<file path="src/design/csrm_pkg.sv">
// constants for the clock status readback and monitor select register bank
// assumes a 50 MHz system clock and 32-bit APB with word-aligned registers
package csrm_pkg;

	// register indexes; byte address is four times the index
	localparam logic [9:0] IDX_CTL  = 10'h1bb;
	localparam logic [9:0] IDX_RB0  = 10'h22c;
	localparam logic [9:0] IDX_RB1  = 10'h22d;
	localparam logic [9:0] IDX_MON  = 10'h230;
	localparam logic [9:0] IDX_IRQS = 10'h238;
	localparam logic [9:0] IDX_IRQM = 10'h239;
	localparam int         ADDR_W   = 12;
	localparam int         IDX_LSB  = 2;

	// control register fields
	localparam int CTL_PD   = 7;
	localparam int CTL_CH1  = 1;
	localparam int CTL_CH0  = 0;
	localparam logic [2:0] CTL_RST = 3'h0;

	// monitor select
	localparam int         MON_W   = 6;
	localparam logic [5:0] MON_RST = 6'h00;

	// readback 1 fields
	localparam int RB1_HOLD = 3;
	localparam int RB1_REFERENCE_B = 2;
	localparam int RB1_CAL  = 0;

	// interrupt events
	localparam int IRQ_W        = 5;
	localparam int EV_IN_UNLK   = 0;
	localparam int EV_OUT_UNLK  = 1;
	localparam int EV_HOLD      = 2;
	localparam int EV_REF_SWAP  = 3;
	localparam int EV_CAL_DONE  = 4;
	localparam logic [4:0] IRQ_RST = 5'h00;

	// synchronised status inputs, bit positions
	localparam int ST_W      = 15;
	localparam int S_REFERENCE_A    = 0;
	localparam int S_REFERENCE_B    = 1;
	localparam int S_TEST    = 2;
	localparam int S_VCXO    = 3;
	localparam int S_FB      = 4;
	localparam int S_OREF    = 5;
	localparam int S_IN_LK   = 6;
	localparam int S_OUT_LK  = 7;
	localparam int S_HOLD    = 8;
	localparam int S_AUTO_B  = 9;
	localparam int S_CAL     = 10;
	localparam int S_FB_CLK  = 11;
	localparam int S_PFD_DN  = 12;
	localparam int S_REF_CLK = 13;
	localparam int S_PFD_UP  = 14;

	localparam logic [ST_W-1:0] ST_RST = 15'h0000;

endpackage : csrm_pkg

</file>
<file path="src/design/csrm_sync.sv">
// two-flop synchroniser for a vector of independent status levels
// assumes each bit is a slow level or a clock well below half of clk
`timescale 1ns/1ns
module csrm_sync #(
	parameter int W = 1
) (
	input  wire logic         clk,
	input  wire logic         sys_rst,
	input  wire logic [W-1:0] async_in,
	output logic      [W-1:0] sync_out
);

	logic [W-1:0] meta;

	// first stage feeds only the second
	always_ff @(posedge clk) begin
		if (sys_rst) begin
			meta     <= '0;
			sync_out <= '0;
		end else begin
			meta     <= async_in;
			sync_out <= meta;
		end
	end

endmodule : csrm_sync

</file>
<file path="src/design/csrm_top.sv">
// APB register bank: loop output control, clock presence and lock
// readback, status monitor pin select and an event interrupt.
// assumes status inputs arrive from analog or other clock domains.
//
// Function
// - control bit 7 set powers down the buffered input-loop output driver.
// - control bit 1 routes the VCXO (1) or VCO divider (0) to channel 1.
// - control bit 0 routes the VCXO (1) or VCO divider (0) to channel 0.
// - readback 0 bits 7..2 show presence of out ref, fb, VCXO, test, B, A.
// - readback 0 bits 1 and 0 show output and input loop lock.
// - readback 1 bit 3 shows the holdover status input.
// - readback 1 bit 2 shows the auto-selected reference, 1 for B.
// - readback 1 bit 0 shows VCO calibration running.
// - monitor codes 0..3 give low, both locked, input lock, output lock.
// - codes 4..6 give both refs missing, that and out lock, ref B chosen.
// - codes 7..12 give presence of A, B, test, VCXO, fb, out ref.
// - code 13 reserved, 14 both refs present, 15 all but test present.
// - codes 16..19 give fb, pfd down, ref, pfd up each halved.
`timescale 1ns/1ns
module csrm_top (
	input  wire logic        clk,
	input  wire logic        sys_rst,
	// apb slave
	input  wire logic        psel,
	input  wire logic        penable,
	input  wire logic        pwrite,
	input  wire logic [11:0] paddr,
	input  wire logic [31:0] pwdata,
	input  wire logic [3:0]  pstrb,
	output logic      [31:0] prdata,
	output logic             pready,
	output logic             pslverr,
	// status from the clock core, asynchronous
	input  wire logic        reference_a_ok,
	input  wire logic        reference_b_ok,
	input  wire logic        test_ref_ok,
	input  wire logic        vcxo_ok,
	input  wire logic        feedback_ok,
	input  wire logic        out_ref_ok,
	input  wire logic        input_cleanup_loop_lock,
	input  wire logic        output_synthesis_loop_lock,
	input  wire logic        holdover,
	input  wire logic        auto_sel_reference_b,
	input  wire logic        vco_cal_busy,
	input  wire logic        feedback_clk,
	input  wire logic        pfd_down,
	input  wire logic        reference_clk,
	input  wire logic        pfd_up,
	// controls to the clock core
	output logic             loop_out_power_down,
	output logic             ch1_src_vcxo,
	output logic             ch0_src_vcxo,
	output logic             status_monitor,
	output logic             irq
);

	typedef struct packed {
		logic [2:0]                    ctl;
		logic [csrm_pkg::MON_W-1:0]    mon_sel;
		logic [csrm_pkg::IRQ_W-1:0]    irq_stat;
		logic [csrm_pkg::IRQ_W-1:0]    irq_mask;
		logic [31:0]                   rdata;
		logic                          err;
		logic [3:0]                    half;
		logic [3:0]                    edge_prev;
		logic [csrm_pkg::ST_W-1:0]     st_prev;
		logic                          mon;
	} csrm_state_t;

	csrm_state_t cur;
	csrm_state_t next_cur;

	logic [csrm_pkg::ST_W-1:0] st_async;
	logic [csrm_pkg::ST_W-1:0] st;

	assign st_async = {
		pfd_up,
		reference_clk,
		pfd_down,
		feedback_clk,
		vco_cal_busy,
		auto_sel_reference_b,
		holdover,
		output_synthesis_loop_lock,
		input_cleanup_loop_lock,
		out_ref_ok,
		feedback_ok,
		vcxo_ok,
		test_ref_ok,
		reference_b_ok,
		reference_a_ok
	};

	csrm_sync #(
		.W (csrm_pkg::ST_W)
	) u_sync (
		.clk      (clk),
		.sys_rst  (sys_rst),
		.async_in (st_async),
		.sync_out (st)
	);

	// word address match against a register index
	function automatic logic hit(
		input logic [11:0] addr,
		input logic [9:0]  idx
	);
		hit = (addr[11:csrm_pkg::IDX_LSB] == idx);
	endfunction : hit

	// readback 0 packed from live synchronised state
	function automatic logic [7:0] rb0(
		input logic [csrm_pkg::ST_W-1:0] s
	);
		rb0 = {
			s[csrm_pkg::S_OREF],
			s[csrm_pkg::S_FB],
			s[csrm_pkg::S_VCXO],
			s[csrm_pkg::S_TEST],
			s[csrm_pkg::S_REFERENCE_B],
			s[csrm_pkg::S_REFERENCE_A],
			s[csrm_pkg::S_OUT_LK],
			s[csrm_pkg::S_IN_LK]
		};
	endfunction : rb0

	logic [7:0] rb0_val;
	logic [7:0] rb1_val;
	logic       refs_gone;
	logic       mapped;
	logic       setup_ph;
	logic       acc_wr;
	logic       acc_rd;
	logic [3:0] div_in;
	logic [csrm_pkg::IRQ_W-1:0] events;
	logic [csrm_pkg::IRQ_W-1:0] clr;

	always_comb begin
		rb0_val = rb0(st);
		rb1_val = 8'h00;
		rb1_val[csrm_pkg::RB1_HOLD] = st[csrm_pkg::S_HOLD];
		rb1_val[csrm_pkg::RB1_REFERENCE_B] = st[csrm_pkg::S_AUTO_B];
		rb1_val[csrm_pkg::RB1_CAL]  = st[csrm_pkg::S_CAL];
		refs_gone = ~st[csrm_pkg::S_REFERENCE_A] & ~st[csrm_pkg::S_REFERENCE_B];
		div_in = {
			st[csrm_pkg::S_PFD_UP],
			st[csrm_pkg::S_REF_CLK],
			st[csrm_pkg::S_PFD_DN],
			st[csrm_pkg::S_FB_CLK]
		};
	end

	always_comb begin
		mapped = hit(paddr, csrm_pkg::IDX_CTL)
			| hit(paddr, csrm_pkg::IDX_RB0)
			| hit(paddr, csrm_pkg::IDX_RB1)
			| hit(paddr, csrm_pkg::IDX_MON)
			| hit(paddr, csrm_pkg::IDX_IRQS)
			| hit(paddr, csrm_pkg::IDX_IRQM);
		setup_ph = psel & ~penable;
		acc_wr   = psel & penable & pwrite & mapped & pstrb[0];
		acc_rd   = psel & penable & ~pwrite;
	end

	// events come from edges of synchronised state
	always_comb begin
		events = '0;
		events[csrm_pkg::EV_IN_UNLK] =
			cur.st_prev[csrm_pkg::S_IN_LK] & ~st[csrm_pkg::S_IN_LK];
		events[csrm_pkg::EV_OUT_UNLK] =
			cur.st_prev[csrm_pkg::S_OUT_LK] & ~st[csrm_pkg::S_OUT_LK];
		events[csrm_pkg::EV_HOLD] =
			~cur.st_prev[csrm_pkg::S_HOLD] & st[csrm_pkg::S_HOLD];
		events[csrm_pkg::EV_REF_SWAP] =
			cur.st_prev[csrm_pkg::S_AUTO_B] ^ st[csrm_pkg::S_AUTO_B];
		events[csrm_pkg::EV_CAL_DONE] =
			cur.st_prev[csrm_pkg::S_CAL] & ~st[csrm_pkg::S_CAL];
	end

	// read clears only what the read returned, so a new event survives
	always_comb begin
		clr = '0;
		if (acc_rd && hit(paddr, csrm_pkg::IDX_IRQS)) begin
			clr = cur.rdata[csrm_pkg::IRQ_W-1:0];
		end
	end

	always_comb begin
		next_cur = cur;
		next_cur.st_prev   = st;
		next_cur.edge_prev = div_in;
		next_cur.irq_stat  = (cur.irq_stat & ~clr) | events;

		// halved copies toggle on each rising edge
		for (int i = 0; i < 4; i++) begin
			if (div_in[i] && !cur.edge_prev[i]) begin
				next_cur.half[i] = ~cur.half[i];
			end
		end

		// writes take effect at the access edge; readbacks ignore writes
		if (acc_wr) begin
			if (hit(paddr, csrm_pkg::IDX_CTL)) begin
				next_cur.ctl = {
					pwdata[csrm_pkg::CTL_PD],
					pwdata[csrm_pkg::CTL_CH1],
					pwdata[csrm_pkg::CTL_CH0]
				};
			end
			if (hit(paddr, csrm_pkg::IDX_MON)) begin
				next_cur.mon_sel = pwdata[csrm_pkg::MON_W-1:0];
			end
			if (hit(paddr, csrm_pkg::IDX_IRQM)) begin
				next_cur.irq_mask = pwdata[csrm_pkg::IRQ_W-1:0];
			end
		end

		// read data captured in setup so it is stable in access
		if (setup_ph) begin
			next_cur.rdata = 32'h0000_0000;
			next_cur.err   = ~mapped;
			if (!pwrite) begin
				if (hit(paddr, csrm_pkg::IDX_CTL)) begin
					next_cur.rdata[csrm_pkg::CTL_PD]  = cur.ctl[2];
					next_cur.rdata[csrm_pkg::CTL_CH1] = cur.ctl[1];
					next_cur.rdata[csrm_pkg::CTL_CH0] = cur.ctl[0];
				end
				if (hit(paddr, csrm_pkg::IDX_RB0)) begin
					next_cur.rdata[7:0] = rb0_val;
				end
				if (hit(paddr, csrm_pkg::IDX_RB1)) begin
					next_cur.rdata[7:0] = rb1_val;
				end
				if (hit(paddr, csrm_pkg::IDX_MON)) begin
					next_cur.rdata[csrm_pkg::MON_W-1:0] = cur.mon_sel;
				end
				if (hit(paddr, csrm_pkg::IDX_IRQS)) begin
					next_cur.rdata[csrm_pkg::IRQ_W-1:0] = cur.irq_stat;
				end
				if (hit(paddr, csrm_pkg::IDX_IRQM)) begin
					next_cur.rdata[csrm_pkg::IRQ_W-1:0] = cur.irq_mask;
				end
			end
		end

		// monitor pin mux; codes past 23 are not to be written
		case (cur.mon_sel)
			6'h00: next_cur.mon = 1'b0;
			6'h01: next_cur.mon = st[csrm_pkg::S_IN_LK]
				& st[csrm_pkg::S_OUT_LK];
			6'h02: next_cur.mon = st[csrm_pkg::S_IN_LK];
			6'h03: next_cur.mon = st[csrm_pkg::S_OUT_LK];
			6'h04: next_cur.mon = refs_gone;
			6'h05: next_cur.mon = refs_gone
				& st[csrm_pkg::S_OUT_LK];
			6'h06: next_cur.mon = st[csrm_pkg::S_AUTO_B];
			6'h07: next_cur.mon = st[csrm_pkg::S_REFERENCE_A];
			6'h08: next_cur.mon = st[csrm_pkg::S_REFERENCE_B];
			6'h09: next_cur.mon = st[csrm_pkg::S_TEST];
			6'h0a: next_cur.mon = st[csrm_pkg::S_VCXO];
			6'h0b: next_cur.mon = st[csrm_pkg::S_FB];
			6'h0c: next_cur.mon = st[csrm_pkg::S_OREF];
			6'h0e: next_cur.mon = st[csrm_pkg::S_REFERENCE_A]
				& st[csrm_pkg::S_REFERENCE_B];
			6'h0f: next_cur.mon = st[csrm_pkg::S_REFERENCE_A]
				& st[csrm_pkg::S_REFERENCE_B]
				& st[csrm_pkg::S_VCXO]
				& st[csrm_pkg::S_FB]
				& st[csrm_pkg::S_OREF];
			6'h10: next_cur.mon = cur.half[0];
			6'h11: next_cur.mon = cur.half[1];
			6'h12: next_cur.mon = cur.half[2];
			6'h13: next_cur.mon = cur.half[3];
			// reserved code 13 and 20 upward drive low
			default: next_cur.mon = 1'b0;
		endcase

		if (sys_rst) begin
			next_cur           = '0;
			next_cur.ctl       = csrm_pkg::CTL_RST;
			next_cur.mon_sel   = csrm_pkg::MON_RST;
			next_cur.irq_stat  = csrm_pkg::IRQ_RST;
			next_cur.irq_mask  = csrm_pkg::IRQ_RST;
			next_cur.st_prev   = csrm_pkg::ST_RST;
		end
	end

	always_ff @(posedge clk) begin
		cur <= next_cur;
	end

	assign pready              = 1'b1;
	assign prdata              = cur.rdata;
	assign pslverr             = cur.err & psel & penable;
	assign loop_out_power_down = cur.ctl[2];
	assign ch1_src_vcxo        = cur.ctl[1];
	assign ch0_src_vcxo        = cur.ctl[0];
	assign status_monitor      = cur.mon;
	assign irq                 = |(cur.irq_stat & cur.irq_mask);

endmodule : csrm_top

</file>
<file path="config.mk">
export PLATFORM = sky130hd
export DESIGN_NAME = csrm_top
export DESIGN_NICKNAME = d
export VERILOG_FILES = /design/src/design/csrm_pkg.sv /design/src/design/csrm_sync.sv /design/src/design/csrm_top.sv
export SDC_FILE = /design/constraint.sdc
export NUM_CORES = 1
export LEC_CHECK = 0
export BUFFER_PORTS_ARGS = -buffer_cell sky130_fd_sc_hd__buf_4
export CAP_MARGIN = 25
export CORE_UTILIZATION = 30
export DETAILED_ROUTE_END_ITERATION = 10
export PLACE_DENSITY_LB_ADDON = 0.3
export SLEW_MARGIN = 20
export SYNTH_ARGS = -nofsm -noshare
export SYNTH_HDL_FRONTEND = slang
export SYNTH_SLANG_ARGS = --single-unit
</file>
<file path="constraint.sdc">
create_clock -name clk -period 3.5 [get_ports clk]
set_clock_uncertainty 0.05 [all_clocks]
set_input_delay 0.7 -clock clk [delete_from_list [all_inputs] [get_ports clk]]
set_output_delay 0.7 -clock clk [all_outputs]
set_load 0.05 [all_outputs]
</file>
---- Word-level counts from Yosys, hierarchy flattened ----
Cells that the tools add are included.
word-level totals
  register bits ........................... 78
  input port bits ......................... 68
  output and inout port bits .............. 39
  logic and storage cells ................. 104
cells by class
  equal/unequal tests ..................... 24
  muxes and demuxes ....................... 10
  bitwise operators ....................... 42
  reductions and logical operators ........ 13
operators with widths
  operator                number
  $eq A10 B10 Y1 const B  5
  $eq A6 B4 Y1 const B    7
  $eq A6 B3 Y1 const B    4
  $eq A6 B5 Y1 const B    4
  $mux W8                 3
  $and A1 B1 Y1           19
  $pmux W1 S18            1
  $mux W5                 3
  $not A1 Y1              13
  $eq A6 B2 Y1 const B    2
  $and A5 B5 Y5           2
  $eq A10 B9 Y1 const B   1
  $eq A6 B1 Y1 const B    1
  $mux W6                 1
  $reduce_and A2 Y1       3
  $logic_and A1 B1 Y1     5
  $not A5 Y5              1
  $or A1 B1 Y1            5
  $or A5 B5 Y5            1
  $reduce_or A5 Y1        1
  $logic_not A1 Y1        4
  $mux W2                 1
  $mux W1                 1
  $xor A1 B1 Y1           1

---- Longest topological paths before layout ----
  word-level depth ........................ 9
  depth in mapped cells ................... 7
  gate-level depth less buffers ........... 5

---- Cells and area by module ----
From an unflattened synthesis, not the netlist that was laid out.
unflattened totals
  cell total of the unflattened synthesis .. 349
  area, all modules ....................... 3295.7 µm²
by module, submodules not included
  module     instances  cells each  area an instance (µm²)  seq. area each (µm²)
  csrm_top   1          286         2413.6                  840.8
  csrm_sync  1          63          882.1                   600.6

---- Worst setup path after synthesis ----
Ideal clock, no wire load.
  path type ............................... input to register
  start point ............................. input port paddr[10]
  end point ............................... register cur[57] (netlist bit)
  library setup time ...................... 128 ps
  arrival time ............................ 1992 ps
  setup slack ............................. 1331 ps
  cell stages on the path ................. 6
  buffers on the path ..................... 2
  cell sequence ........................... or4b_1 > buf_2 > or3_1 > buf_2 > mux2i_1 > nor2_1
between the ends
  word-level cells in the longest chain between the ends .. 9
  elaborated cells on any way between the ends .. 14
  those cells by class .................... eq/ne: 6; bitwise: 7; reduce/logical: 1
RTL lines
  element                                                 RTL line         source
  from (decl)                                             csrm_top.sv:27   input wire logic [11:0] paddr,
  $eq A10 B9 Y1 / $eq A10 B10 Y1 (equally long branches)  csrm_top.sv:108  hit = (addr[11:csrm_pkg::IDX_LSB] == idx);
  $or A1 B1 Y1                                            csrm_top.sv:155  | hit(paddr, csrm_pkg::IDX_RB0)
  $or A1 B1 Y1                                            csrm_top.sv:156  | hit(paddr, csrm_pkg::IDX_RB1)
  $or A1 B1 Y1                                            csrm_top.sv:157  | hit(paddr, csrm_pkg::IDX_MON)
  $or A1 B1 Y1                                            csrm_top.sv:158  | hit(paddr, csrm_pkg::IDX_IRQS)
  $or A1 B1 Y1                                            csrm_top.sv:159  | hit(paddr, csrm_pkg::IDX_IRQM);
  $and A1 B1 Y1 (2 in series)                             csrm_top.sv:161  acc_wr = psel & penable & pwrite & mapped & pstrb[0];
  $reduce_and A2 Y1 (no line) *                           --
  to (signal assigned)                                    csrm_top.sv:289  cur <= next_cur;
  to (decl)                                               csrm_top.sv:70   csrm_state_t cur;
Mark *: on every way between the ends. The rest lies on a longest branch, timed or not.
A chain may end at the register's enable or synchronous reset.

---- Worst setup path after layout ----
  start point ............................. input port paddr[4]
  end point ............................... register cur[60] (netlist bit)
The elaborated chain is that of the path after synthesis.

==> impl_metrics.env <==
export IMPL_drt_iter0_markers=201
export IMPL_max_stage_delay_ns=0.58
export IMPL_cts_htree_levels=3
export IMPL_syn_inst=352
export IMPL_crit_family="simple AND/OR/NAND/NOR gates"
export IMPL_ios=107
export IMPL_dieArea_um2=11100
export IMPL_dieHeight_um=106
export IMPL_fin_nets=453
export IMPL_wl_mm=6.84
export IMPL_ys_flop_type="dfxtp_1"
export IMPL_status="finished, final reports clean"
export IMPL_start_util_pct=31.0
export IMPL_io_buffer_count=51
export IMPL_drive_above_1_share_pct=19.0
export IMPL_r2r_start="cur[68]"
export IMPL_postCtsHoldBufs=0
export IMPL_fmaxAchievable_ghz=0.441
export IMPL_design_core_area_um2=10400
export IMPL_fin_cells=526
export IMPL_synth_edff_count=0
export IMPL_hp_class="reg -> reg"
export IMPL_synth_top_family_by_area="simple AND/OR/NAND/NOR gates"
export IMPL_syn2layout_area_growth_pct=15.7
export IMPL_cts_setup_buffers=0
export IMPL_wl_per_cell_um=13.0
export IMPL_dp_cells=510
export IMPL_tightest_slew_ns=0.710
export IMPL_clock_sinks=72
export IMPL_antenna_found_initial=0
export IMPL_clk_pin_slew_ns=0.08
export IMPL_dp_slack_ns=0.877
export IMPL_finalSetupTns_ns=0
export IMPL_arrival_ns=2.43
export IMPL_criticalPathCategory="in -> reg"
export IMPL_final_max_slew_viol_count=0
export IMPL_gr_total_overflow=0
export IMPL_critPathSlowestCell="or3_1"
export IMPL_cp_num_buf_inv=1
export IMPL_die_w_um=106
export IMPL_num_vias=2424
export IMPL_syn_area_per_cell_um2=9.13
export IMPL_grt_pass1_wl_mm=11.5
export IMPL_synth_seq_area_share_pct=44.8
export IMPL_drc=0
export IMPL_critPathMaxFanout=9
export IMPL_numCtsBuffers=9
export IMPL_startpoint_type="input pin"
export IMPL_critical_path_required_ns=3.66
export IMPL_ys_ff_latch=72
export IMPL_hold_start="u_sync.meta[0]"
export IMPL_end_kind="flop"
export IMPL_rsz0062_at_grt="false"
export IMPL_placed_area_um2=3530
export IMPL_multi_input_area_um2=1490
export IMPL_seq_area_um2=1440
export IMPL_grt_pass1_vias=2275
export IMPL_finalHoldViolations=0
export IMPL_place_congestion=0.824
export IMPL_drtPass1Iterations=5
export IMPL_yosysUniqueCellTypes=48
export IMPL_pwr_density_cell_nw_per_um2=445
export IMPL_grt_max_degree=73
export IMPL_clk_latency_ns=0.35
export IMPL_clockBufferDepth=2
export IMPL_hpwl_mm=4.90
export IMPL_synth_area_top_cells="dfxtp_1 45%, nor2b_1 9.1%, buf_4 7.9%"
export IMPL_postLayoutCellArea_um2=3720
export IMPL_p_leak_nw=1.48
export IMPL_cp_startpoint="paddr[4]"
export IMPL_fin_crit_sh_pct=64.8
export IMPL_viasPerCell=4.61
export IMPL_setup_viol=0
export IMPL_yosysTopAreaCell="dfxtp_1"
export IMPL_fill_cells=1070
export IMPL_synthesis_area_um2=3210
export IMPL_peakVddDrop_v=0.000257
export IMPL_async_reset_ff_share_pct=0
export IMPL_placementRows=37
export IMPL_cts_resized_gates=0
export IMPL_synth_simple_area_share_pct=23.5
export IMPL_fin_crit_ns=2.27
export IMPL_yosys_area_top_type_share_pct=44.8
export IMPL_synthXorXnorAreaFrac_pct=1.36
export IMPL_crit_chain="buf_4, and4bb_1, nand3_1, or3_1, mux2i_1, nor2_1"
export IMPL_synth_mux_area_fraction_pct=7.32
export IMPL_antenna_left=0
export IMPL_finalWorstSetupSlack_ns=1.23
export IMPL_cts_tree="built"
export IMPL_slew_headroom_pct=52.7
export IMPL_grt_usage_pct=13.3
export IMPL_yosysWarnings=0
export IMPL_root_buffer="clkbuf_8"
export IMPL_synthAdderAreaFrac_pct=0
export IMPL_num_antenna_cells=0
export IMPL_cap_violations=0
export IMPL_synth_compound_area_share_pct=11.3
-- synth_stat cells, types with 3 or more instances --
master,instances
dfxtp_1,72
nor2b_1,47
buf_4,34
nor2_1,33
mux2i_1,19
a21oi_1,13
clkbuf_1,13
nand2_1,12
inv_1,9
o21ai_0,8
nand2b_1,7
nand3_1,7
nor3_1,7
o21ai_1,7
buf_2,5
xnor2_1,5
a32o_1,4
a32oi_1,4
mux2_2,4
nand4_1,4
nand4b_1,3
-- cell families after synthesis --
kind of cell / after synthesis
compound gates: 54
xor+xnor: 5
simple gates: 134
flops: 72
mux: 23
buf+inv: 62
other cells: 2
-- routing by layer --
metal | wire (um) | part of all wire, % | track usage (%)
met3 | 439 | 6.4 | 3.59
met2 | 3200 | 47 | 20.5
met4 | 95 | 1.4 | 4.86
met1 | 3100 | 45 | 17.8
met5 | 0 | 0 | 0
-- state kept, by name, summed over array words and instances (netlist names) --
register / flops
u_sync.sync_out: 15
cur: 30
loop_out_power_down: 1
prdata: 8
ch1_src_vcxo: 1
status_monitor: 1
ch0_src_vcxo: 1
u_sync.meta: 15
-- power by group --
group          switching [W]  internal, W
Sequential         0.0000140     0.000844
Clock               0.000356     0.000278
Combinational       0.000108    0.0000554
Total               0.000478      0.00118
-- path summary, 6_finish.rpt --
path | slack [ns] | endpoint | cells past startpoint
max reg2reg | 1.82 | status_monitor | 4
min | 0.39 | u_sync.sync_out[0] | 1
min reg2reg | 0.39 | u_sync.sync_out[0] | 1
max | 1.23 | cur[60] | 6
-- layout make-up --
type	instances	share of cell area, %
clock inverter	7	1.78
inverter	9	0.908
multi-input combinational	241	40.1
clock buffer	9	3.33
timing repair buffer	52	10.5
tap	136	4.58
sequential	72	38.8
-- cell usage in the layout, fill, tap and decap left out, drive strengths merged, types with 4 or more instances in the layout --
master and n:
nor2 33, dfxtp 72, nand3 7, xnor2 5, inv 15, clkbuf 9
nand4 4, a32oi 4, o21ai 15, mux2i 19, nand2b 7, a21oi 13
nor2b 47, conb 25, mux2 4, nand2 12, nor3 7, buf 52
a32o 4
-- through the flow --
| step | total power, W | utilization, % | hold slack, ns |
|---|---|---|---|
| 4_1_cts | 0.00168 | 35.9 | 0.387 |
| 5_1_grt | 0.00174 | 35.9 | 0.400 |
| 6_report | 0.00166 | 35.9 | 0.385 |
| 3_5_place_dp | 0.00104 | 34.0 | 0.373 |
| 3_3_place_gp | 0.00104 | 34.0 | 0.370 |
| 2_1_floorplan | 0.00101 | - | 0.364 |
-- worst register-to-register path, stage by stage (launching register included) --
cell	delay, ns
dfxtp_1	0.64
a211oi_1	0.14
a2111oi_0	0.40
o21ai_0	0.15
a41oi_1	0.23
Power figures use the tool's default switching activity.
